===== config.mk =====
export PLATFORM = sky130hd
export DESIGN_NAME = terminal_io_address_decode
export DESIGN_NICKNAME = d
export VERILOG_FILES = /design/src/terminal_io_address_decode.v
export VERILOG_INCLUDE_DIRS = /design/src
export SDC_FILE = /design/constraint.sdc
export NUM_CORES = 1
export LEC_CHECK = 0
export ABC_AREA = 1
export BUFFER_PORTS_ARGS = -buffer_cell sky130_fd_sc_hd__buf_2
export CAP_MARGIN = 5
export CORE_ASPECT_RATIO = 0.7
export CORE_UTILIZATION = 40
export CTS_CLUSTER_SIZE = 24
export DETAILED_ROUTE_END_ITERATION = 10
export PLACE_DENSITY_LB_ADDON = 0.12
export SETUP_SLACK_MARGIN = 0.5
export SYNTH_ARGS = -nofsm -noshare
export SYNTH_HDL_FRONTEND = slang
export SYNTH_SLANG_ARGS = --single-unit

===== constraint.sdc =====
create_clock -name core_clk_i -period 4.5 [get_ports core_clk_i]
set_input_delay 0.9 -clock core_clk_i [delete_from_list [all_inputs] [get_ports core_clk_i]]
set_output_delay 0.9 -clock core_clk_i [all_outputs]
set_load 0.1 [all_outputs]

===== src/term_io_regs.vh =====
`ifndef TERM_IO_REGS_VH
`define TERM_IO_REGS_VH
// display memory window
`define DISP_BASE 16'h0400
`define DISP_LAST 16'h0B7F
`define DISP_COLS 80
`define DISP_ROWS 24
// switch bytes
`define SW_BANK_ONE 16'h0010
`define SW_BANK_TWO 16'h0011
`define SW_OPT_LOW 16'h0020
`define SW_OPT_HIGH 16'h0021
// window bases (upper address bits, low nibble free)
`define OCR_BASE 16'h0030
`define SIO_BASE 16'h0040
// output control bit addresses (low three bits)
`define OCR_TX_SERIAL 3'h0
`define OCR_TX_PERIPH 3'h1
`define OCR_PRN_CTS 3'h3
`define OCR_DTR 3'h4
`define OCR_WIDE 3'h5
`define OCR_BELL 3'h6
`define OCR_TIMER 3'h7
// serial register selects
`define SIO_SEL_DATA 2'h3
`define SIO_SEL_STAT 2'h2
`define SIO_SEL_MODE 2'h1
`define SIO_SEL_CMD 2'h0
// timing in ns, baud clock in kHz, 8 ns clock
`define CLK_NS 8
`define HSYNC_PERIOD_NS 53800
`define HSYNC_WIDTH_NS 5000
`define VSYNC_WIDTH_NS 600000
`define VSYNC_60_NS 16670000
`define VSYNC_50_NS 20000000
`define CHAR_CLK_NS 600
`define CLR_WIDTH_NS 1060
`define CLR_COUNT 10
`define BAUD_CLK_KHZ 5069
`endif


===== src/terminal_io_address_decode.v =====
`timescale 1ns/10ps
`include "term_io_regs.vh"
module terminal_io_address_decode #(
   parameter VSYNC_60_CYC = `VSYNC_60_NS / `CLK_NS,
   parameter VSYNC_50_CYC = `VSYNC_50_NS / `CLK_NS,
   parameter VSYNC_W_CYC = `VSYNC_WIDTH_NS / `CLK_NS,
   parameter HSYNC_P_CYC = `HSYNC_PERIOD_NS / `CLK_NS,
   parameter HSYNC_W_CYC = `HSYNC_WIDTH_NS / `CLK_NS
) (
   // clock and reset
   input wire core_clk_i,
   input wire rstn_i,
   // cpu bus
   input wire [15:0] addr_i,
   input wire [7:0] wdata_i,
   input wire wr_i,
   input wire rd_i,
   output reg [7:0] rdata_o,
   output wire disp_sel_o,
   output wire [10:0] disp_addr_o,
   // serial controller select
   output wire sio_cs_o,
   output wire sio_wr_o,
   output wire [1:0] sio_sel_o,
   input wire [7:0] sio_rdata_i,
   input wire sio_rx_irq_i,
   input wire sio_txd_i,
   input wire sio_tx_busy_i,
   // switches and strap
   input wire [7:0] sw_one_i,
   input wire [7:0] sw_two_i,
   input wire [3:0] sw_opt_low_i,
   input wire [3:0] sw_opt_high_i,
   input wire refresh_50_n_i,
   // control outputs
   output reg tx_serial_en_o,
   output reg tx_periph_en_o,
   output reg prn_cts_jam_o,
   output reg dtr_en_o,
   output reg wide_mode_o,
   output reg bell_on_o,
   output reg timer_reset_o,
   output wire [3:0] baud_code_o,
   output wire serial_txd_o,
   // refresh timing
   output reg char_clk_n_o,
   output reg clr_addr_n_o,
   output reg hsync_o,
   output reg vsync_n_o,
   output wire [6:0] char_col_o,
   // interrupt
   input wire timer_irq_i,
   output reg irq_n_o
);

   localparam [15:0] CHAR_P_CYC = `CHAR_CLK_NS / `CLK_NS;
   localparam [15:0] CLR_W_CYC = (`CLR_WIDTH_NS + `CLK_NS - 1) / `CLK_NS;
   localparam [6:0] LAST_COL = `DISP_COLS - 1;

   // pin inputs: three flops, a change counts once stages two and three agree
   localparam PIN_W = 27;
   // strap idles high, all other pins idle low
   localparam [PIN_W-1:0] PIN_INIT = {1'b1, 26'h000_0000};
   wire [PIN_W-1:0] pin_raw = {refresh_50_n_i, timer_irq_i, sio_rx_irq_i,
      sw_opt_high_i, sw_opt_low_i, sw_two_i, sw_one_i};
   wire [PIN_W-1:0] pin_clean;
   genvar g;
   generate
      for (g = 0; g < PIN_W; g = g + 1) begin : pin_sync
         reg [2:0] stage_reg;
         reg clean_reg;
         always @(posedge core_clk_i or negedge rstn_i) begin
            if (!rstn_i) begin
               stage_reg <= {3{PIN_INIT[g]}};
               clean_reg <= PIN_INIT[g];
            end else begin
               stage_reg <= {stage_reg[1:0], pin_raw[g]};
               if (stage_reg[2] == stage_reg[1])
                  clean_reg <= stage_reg[2];
            end
         end
         assign pin_clean[g] = clean_reg;
      end
   endgenerate
   wire [7:0] sw_one_sync = pin_clean[7:0];
   wire [7:0] sw_two_sync = pin_clean[15:8];
   wire [3:0] sw_opt_low_sync = pin_clean[19:16];
   wire [3:0] sw_opt_high_sync = pin_clean[23:20];
   wire rx_evt = pin_clean[24];
   wire timer_evt = pin_clean[25];
   wire strap_n = pin_clean[26];

   // display window
   assign disp_sel_o = (addr_i >= `DISP_BASE) &&
      (addr_i <= `DISP_LAST);
   assign disp_addr_o = addr_i[10:0] - 11'h400;

   // serial window
   wire sio_hit = (addr_i[15:4] == `SIO_BASE >> 4);
   assign sio_cs_o = sio_hit && (rd_i || wr_i);
   assign sio_wr_o = sio_hit && wr_i;
   assign sio_sel_o = addr_i[1:0];
   assign serial_txd_o = sio_tx_busy_i ? sio_txd_i : 1'b1;
   assign baud_code_o = sw_one_sync[3:0];

   wire ocr_hit = (addr_i[15:4] == `OCR_BASE >> 4);

   // refresh rate from the filtered strap
   reg rate_50_reg;
   always @(posedge core_clk_i or negedge rstn_i) begin
      if (!rstn_i) begin
         rate_50_reg <= 1'b0;
      end else begin
         rate_50_reg <= ~strap_n;
      end
   end

   // output control latch
   always @(posedge core_clk_i or negedge rstn_i) begin
      if (!rstn_i) begin
         tx_serial_en_o <= 1'b0;
         tx_periph_en_o <= 1'b0;
         prn_cts_jam_o <= 1'b0;
         dtr_en_o <= 1'b0;
         wide_mode_o <= 1'b0;
         bell_on_o <= 1'b0;
         timer_reset_o <= 1'b0;
      end else if (ocr_hit && wr_i) begin
         case (addr_i[2:0])
            `OCR_TX_SERIAL: tx_serial_en_o <= wdata_i[0];
            `OCR_TX_PERIPH: tx_periph_en_o <= wdata_i[0];
            `OCR_PRN_CTS: prn_cts_jam_o <= wdata_i[0];
            `OCR_DTR: dtr_en_o <= wdata_i[0];
            `OCR_WIDE: wide_mode_o <= wdata_i[0];
            `OCR_BELL: bell_on_o <= ~wdata_i[0];
            `OCR_TIMER: timer_reset_o <= ~wdata_i[0];
            default: ;
         endcase
      end
   end

   // read mux
   always @(posedge core_clk_i or negedge rstn_i) begin
      if (!rstn_i) begin
         rdata_o <= 8'h00;
      end else if (rd_i) begin
         if (sio_hit)
            rdata_o <= sio_rdata_i;
         else if (addr_i == `SW_BANK_ONE)
            rdata_o <= sw_one_sync;
         else if (addr_i == `SW_BANK_TWO)
            rdata_o <= sw_two_sync;
         else if (addr_i == `SW_OPT_LOW)
            rdata_o <= {4'h0, sw_opt_low_sync};
         else if (addr_i == `SW_OPT_HIGH)
            rdata_o <= {4'h0, sw_opt_high_sync};
         else
            rdata_o <= 8'h00;
      end
   end

   // character clock and column counter
   reg [15:0] char_div_reg;
   reg [6:0] col_reg;
   reg [15:0] line_cnt_reg;
   reg [15:0] clr_cnt_reg;
   wire char_tick = (char_div_reg == CHAR_P_CYC - 16'h0001);
   assign char_col_o = col_reg;

   // horizontal timing
   reg [15:0] h_cnt_reg;
   wire line_end = (h_cnt_reg == HSYNC_P_CYC - 1);
   always @(posedge core_clk_i or negedge rstn_i) begin
      if (!rstn_i) begin
         h_cnt_reg <= 16'h0000;
         hsync_o <= 1'b0;
      end else begin
         h_cnt_reg <= line_end ? 16'h0000 : h_cnt_reg + 16'h0001;
         hsync_o <= (h_cnt_reg < HSYNC_W_CYC);
      end
   end

   // 80 character clocks per line, then idle
   always @(posedge core_clk_i or negedge rstn_i) begin
      if (!rstn_i) begin
         char_div_reg <= 16'h0000;
         col_reg <= 7'h00;
         char_clk_n_o <= 1'b1;
         line_cnt_reg <= 16'h0000;
         clr_cnt_reg <= 16'h0000;
         clr_addr_n_o <= 1'b1;
      end else begin
         char_clk_n_o <= 1'b1;
         if (line_end) begin
            char_div_reg <= 16'h0000;
            col_reg <= 7'h00;
            line_cnt_reg <= line_cnt_reg + 16'h0001;
         end else if (col_reg <= LAST_COL && h_cnt_reg >= HSYNC_W_CYC) begin
            char_div_reg <= char_tick ? 16'h0000 : char_div_reg + 16'h0001;
            if (char_tick) begin
               char_clk_n_o <= 1'b0;
               col_reg <= col_reg + 7'h01;
            end
         end
         // end of display memory: clear pulse at the end of each of the first 10 lines of every 16
         if (line_end && line_cnt_reg[3:0] < `CLR_COUNT)
            clr_cnt_reg <= CLR_W_CYC;
         else if (clr_cnt_reg != 16'h0000)
            clr_cnt_reg <= clr_cnt_reg - 16'h0001;
         clr_addr_n_o <= (clr_cnt_reg == 16'h0000);
      end
   end

   // vertical timing
   reg [31:0] v_cnt_reg;
   wire [31:0] v_period = rate_50_reg ? VSYNC_50_CYC : VSYNC_60_CYC;
   always @(posedge core_clk_i or negedge rstn_i) begin
      if (!rstn_i) begin
         v_cnt_reg <= 32'h0000_0000;
         vsync_n_o <= 1'b1;
      end else begin
         if (v_cnt_reg >= v_period - 32'h0000_0001)
            v_cnt_reg <= 32'h0000_0000;
         else
            v_cnt_reg <= v_cnt_reg + 32'h0000_0001;
         vsync_n_o <= ~(v_cnt_reg < VSYNC_W_CYC);
      end
   end

   // shared interrupt, one cycle low for each cycle in which either event rises
   reg timer_q_reg;
   reg rx_q_reg;
   always @(posedge core_clk_i or negedge rstn_i) begin
      if (!rstn_i) begin
         timer_q_reg <= 1'b0;
         rx_q_reg <= 1'b0;
         irq_n_o <= 1'b1;
      end else begin
         timer_q_reg <= timer_evt;
         rx_q_reg <= rx_evt;
         irq_n_o <= ~((timer_evt & ~timer_q_reg) |
                      (rx_evt & ~rx_q_reg));
      end
   end

endmodule


==> results of run 1 <==
==> worst paths after layout <==
check                                                 endpoint  slack (ns)  cells past startpoint
setup / recovery                                      sio_cs_o        1.25                      8
hold / removal             pin_sync[18].stage_reg[1]$_DFF_PN0_        0.35                      0
setup reg to reg                        v_cnt_reg[8]$_DFF_PN0_        2.05                     11
hold reg to reg            pin_sync[18].stage_reg[1]$_DFF_PN0_        0.35                      0
max in group asynchronous               h_cnt_reg[0]$_DFF_PN0_        3.09                      2
min in group asynchronous              v_cnt_reg[14]$_DFF_PN0_        0.40                      1
==> logic make-up after synthesis <==
family / share of synthesized area [%]
fa+ha+maj: 5.666
other cells: 0.03724
xor+xnor: 3.914
buf+inv: 6.846
mux: 0.09941
simple gates: 25.47
flops: 55.27
compound gates: 2.697
==> through the flow <==
stage	hold slack [ns]	total power, mW	instance area [µm²]	instances
3_5_place_dp	0.3347	2.382	10840	1494
6_report	0.3460	4.207	11580	1534
3_3_place_gp	0.3338	2.377	10840	1494
2_1_floorplan	0.3312	2.281	10100	1093
4_1_cts	0.3493	4.288	11580	1534
5_1_grt	0.3538	4.392	11580	1534
==> placed cells by master, fill, tap and decap left out, drive strengths merged, types with 9 or more instances in the layout <==
cell	instances
buf	108
nand3	107
nor3	42
clkbuf	29
a21oi	14
maj3	27
o21ai	33
nand4	30
xor2	35
nor2	151
conb	9
dfrtp	214
ha	24
or2	9
inv	118
nand2	218
xnor2	10
==> cell type report <==
type | instances | share of cell area (%)
clock buffers | 29 | 5.424
well taps | 325 | 3.511
repair buffers | 108 | 4.927
flip-flops and latches | 222 | 48.06
inverters | 118 | 3.846
clock inverters | 11 | 0.9939
multi-input cells | 721 | 33.24
==> power groups by stage <==
stage / combinational (mW) / clock, mW / sequential (mW)
finish: 0.229 / 1.87 / 2.11
detailed placement: 0.235 / 0 / 2.15
global placement: 0.232 / 0 / 2.15
global route: 0.252 / 2.02 / 2.12
floorplan: 0.140 / 0 / 2.14
CTS: 0.235 / 1.94 / 2.11
==> metal layers <==
layer  GRT usage (%)  up-vias  wire length, µm
met4           3.836        0              282
met2           23.37      168             8230
met5               0        -                0
li1                -     3698                -
met3           2.677       24             1008
met1           27.48     3421            11480
==> flow_metrics.tcl, run 1 <==
set metrics [dict create \
    final.min_clock_period_ns 3.250 \
    grt_max_degree 98 \
    start_util_pct 40.79 \
    worstPathMaxFanout 24 \
    crit_chain "buf_2 > nor2_1 > nand2_1 > nor2_2 > buf_4 > nand3_1 > a21oi_1 > buf_2" \
    crit_path_max_incr_delay_ns 0.44 \
    antenna_cells 0 \
    insertion_delay_ns 0.50 \
    period_share_pct 72.23 \
    avgSynthCellArea_um2 9.281 \
    numCtsBuffers 22 \
    synth.distinct_cells 41 \
    swShare_pct 23.29 \
    die_h_um 134.7 \
    tns_ns 0 \
    p_leak_nw 5.663 \
    crit_slowest_cell "buf_2" \
    hold_buffers 0 \
    ys_ff_latch 222 \
    synthToLayoutAreaGrowth_pct 15.01 \
    netlist.area_leader.share_pct 53.18 \
    crit_buf_inv 3 \
    grt_pass1_vias 6759 \
    endpoint_kind "primary output" \
    p_per_area_nw_per_um2 363.2 \
    drc_errors 0 \
    multi_input_area_um2 3850 \
    clockBufferDepth 3 \
    core_um2 24680 \
    r2r_start "rate_50_reg$_DFF_PN0_" \
    fin_util_pct 46.92 \
    critical_path_class "in -> out" \
    place_hpwl_um 15220 \
    yosys-top-cells-count "214 x dfrtp_1, 209 x nand2_1, 136 x nor2_1" \
    yosysSeqAreaShare_pct 55.27 \
    ys_top_cells_by_area "dfrtp_1 53%, nand2_1 7.8%, nand3_1 5.2%" \
    crit_family "buffers and inverters" \
    numPortBuffers 105 \
    seq_power_share_pct 50.1 \
    synthFlopType "dfrtp_1" \
    cts.clk_slew.worst_paths_ns 0.06 \
    slew_viol_final 0 \
    cts.sinks 222 \
    viasPerCell 4.766 \
    worstPathRequired_ns 3.60 \
    hold_class "reg -> reg" \
    first_pass_iters 7 \
    drt_iter0_drc 436 \
    fp.dieArea_um2 25820 \
    io_pins 113 \
    die_w_um 191.6 \
    setup_viol 0 \
    fmax_mhz 307.7 \
    vias 7311 \
    grt_usage_pct 16.97 \
    cts_setup_buffers 0 \
    gr-total-overflow 0 \
    yosysMostFrequentCell "dfrtp_1" \
    power_frac_comb_pct 5.4 \
    post-place-ws_ns 1.238 \
    drt-wirelength-per-cell_um 13.69 \
    nets 1282 \
    rsz0062_at_grt "false" \
    worst_pin_slew_ns 0.7845 \
    ir_drop_mv 0.2337 \
    critPathLaunchType "primary input" \
    netlist_area_um2 10070 \
    detail-route-antenna-nets 0 \
    async_flop_share_pct 100.0 \
    cts_tree "built" \
    setup_slack_ns 1.250 \
    grt_pass1_wl_um 35030 \
    cts-root-buf "clkbuf_16" \
    antenna_found_initial 0 \
    num_rows 48 \
    min_from "pin_sync[18].stage_reg[0]$_DFF_PN0_" \
    relSlewSlack_pct 47.64 \
    n_fill_cell 2362 \
    clock-skew-final_ns 0.008656 \
    hold_viol 0 \
    drv_cap 0 \
    pwr-share-clk_pct 44.4 \
    drt-total-wl_um 21000 \
    synthCells 1085 \
    synth-edff-count 0 \
    power_switching_mw 0.9798 \
    yosys_warnings 0 \
    gp_congestion 0.8663 \
    drive_above_1_share_pct 16.54 \
    p_int_mw 3.227 \
    post_cts_resized 0 \
    largest_reg_flops 81 \
    yosys.area.top_type "dfrtp_1" \
    cp_common_cell "buf_2" \
    regArea_um2 5565 \
    htree_levels 1 \
    status "finished, final reports clean" \
    startpoint "addr_i[10]" \
    cp.arrival_ns 2.35 \
]
Note: power is estimated with default switching activity, not from simulation.
==> run 2, diff against run 1 <==
==> constraint.sdc (replaced) <==
create_clock -name core_clk_i -period 3.25 [get_ports core_clk_i]
set_input_delay 0.65 -clock core_clk_i [delete_from_list [all_inputs] [get_ports core_clk_i]]
set_output_delay 0.65 -clock core_clk_i [all_outputs]
set_load 0.1 [all_outputs]
==> run 2 against run 1 <==
Flip-flop and latch count unchanged. Final area grew 1.0%. Critical endpoint unchanged. Clock skew up 0.0025 ns. Power rose by 40%. Core utilization rose by 0.49 points. Via count is 0.60% lower. Critical path type unchanged. Sequential share of layout area is 0.49 points lower. Count of clock-buffer cells in the layout rose by 2. Wire length about the same. Worst setup slack worse by 0.49 ns.
==> flow_metrics.tcl, run 2 (same netlist as run 1, synthesis figures left out) <==
set metrics [dict create \
    dp.cells 1497 \
    reg2reg_slack_ns 0.85 \
    drive_above_1_share_pct 17.07 \
    cts.clk_slew.worst_paths_ns 0.06 \
    r2r_cells 11 \
    final_cell_count_no_fill 1538 \
    worstPathMaxFanout 2 \
    grt_max_degree 82 \
    reg2reg_to "v_cnt_reg[19]$_DFF_PN0_" \
    post-place-ws_ns 0.7449 \
    clockBufferDepth 3 \
    vias 7267 \
    cts.sinks 222 \
    num_rows 48 \
    period_share_pct 76.61 \
    fin_area_um2 11700 \
    fin_util_pct 47.40 \
    post_cts_resized 0 \
    ir_drop_mv 0.4189 \
    setup_slack_ns 0.7602 \
    hold_viol 0 \
    worst_pin_slew_ns 0.7933 \
    drt-total-wl_um 20990 \
    synthToLayoutAreaGrowth_pct 16.20 \
    placed_area_um2 10930 \
    layout_common_cells "214 x dfrtp_1, 209 x nand2_1, 135 x nor2_1, 111 x inv_1, 105 x nand3_1" \
    multi_input_area_um2 3876 \
    cts_setup_buffers 0 \
    p_leak_nw 5.689 \
    drc_errors 0 \
    worstPathRequired_ns 2.60 \
    drt-wirelength-per-cell_um 13.64 \
    clock-skew-final_ns 0.01119 \
    p_per_area_nw_per_um2 502.3 \
    setup_viol 0 \
    numPortBuffers 105 \
    cts_tree "built" \
    total_power_mw 5.878 \
    gp_congestion 0.8311 \
    cp.arrival_ns 1.84 \
    relSlewSlack_pct 47.06 \
    die_w_um 191.6 \
    r2r_start "rate_50_reg$_DFF_PN0_" \
    crit_slowest_cell "nor2_1" \
    final.min_clock_period_ns 2.490 \
    nets 1286 \
    drv_cap 0 \
    antenna_found_initial 1 \
    status "finished, final reports clean" \
    core_um2 24680 \
    crit_path_max_incr_delay_ns 0.23 \
    insertion_delay_ns 0.51 \
    regArea_um2 5565 \
    critPathLaunchType "primary input" \
    io_pins 113 \
    hold_buffers 0 \
    fmax_mhz 401.6 \
    largest_reg_flops 81 \
    die_h_um 134.7 \
    layout_commonest_cell "dfrtp_1" \
    rsz0062_at_grt "false" \
    crit_chain "buf_2 > nor2_1 > nand2_1 > nor2_2 > nand3_1 > a21oi_4 > buf_12" \
    critical_path_class "in -> out" \
    first_pass_iters 5 \
    whs_ns 0.1209 \
    start_util_pct 40.79 \
    hold_class "in -> async" \
    numCtsBuffers 23 \
    grt_pass1_vias 6860 \
    htree_levels 1 \
    fp.dieArea_um2 25820 \
    gr-total-overflow 0 \
    grt_usage_pct 16.84 \
    tns_ns 0 \
    n_fill_cell 2372 \
    endpoint_kind "primary output" \
    viasPerCell 4.725 \
    cts-root-buf "clkbuf_16" \
    antenna_cells 0 \
    grt_pass1_wl_um 35000 \
    slew_viol_final 0 \
    place_hpwl_um 15320 \
    detail-route-antenna-nets 0 \
    drt_iter0_drc 467 \
]
run 2: changes by cell type in the layout (fill, tap and decap cells not counted), sizes merged:
cell      previous run  this run
clkinvlp             1         3
clkbuf              29        31
clkinv               8         6
inv                118       117
buf                108       111
run 2: worst max path at each step:
stage / from / end / slack (ns) / cells past startpoint
2_1_floorplan: addr_i[10] / sio_cs_o / 0.49 / 6
3_3_place_gp: addr_i[10] / sio_cs_o / 0.76 / 7
3_5_place_dp: addr_i[10] / sio_cs_o / 0.74 / 7
4_1_cts: addr_i[10] / sio_cs_o / 0.74 / 7
5_1_grt: rate_50_reg$_DFF_PN0_ / v_cnt_reg[17]$_DFF_PN0_ / 0.56 / 13
6_report: addr_i[10] / sio_cs_o / 0.76 / 7
run 2: critical path, delay by kind of cell:
family	cells	cell delay (ns)
compound gates	1	0.19
buf+inv	2	0.31
simple gates	4	0.68
run 2: power breakdown:
part / switching, mW / internal (mW)
combinational: 0.244 / 0.0817
sequential: 0.0552 / 2.86
clock: 1.06 / 1.57
total: 1.36 / 4.52
run 2: per-layer routing:
layer / GRT usage [%] / vias to the layer above / wire [µm]
met3: 3.067 / 27 / 1132
met1: 26.80 / 3377 / 11140
met2: 23.61 / 150 / 8361
li1: - / 3711 / -
met5: 0 / - / 13
met4: 3.439 / 2 / 334
run 2: final cells by class:
| class | count | area share (%) |
|---|---|---|
| Clock buffer | 31 | 5.603 |
| Clock inverter | 10 | 0.9624 |
| Inverter | 118 | 3.839 |
| Multi-Input combinational cell | 721 | 33.13 |
| Sequential cell | 222 | 47.56 |
| Tap cell | 325 | 3.475 |
| Timing Repair Buffer | 111 | 5.432 |
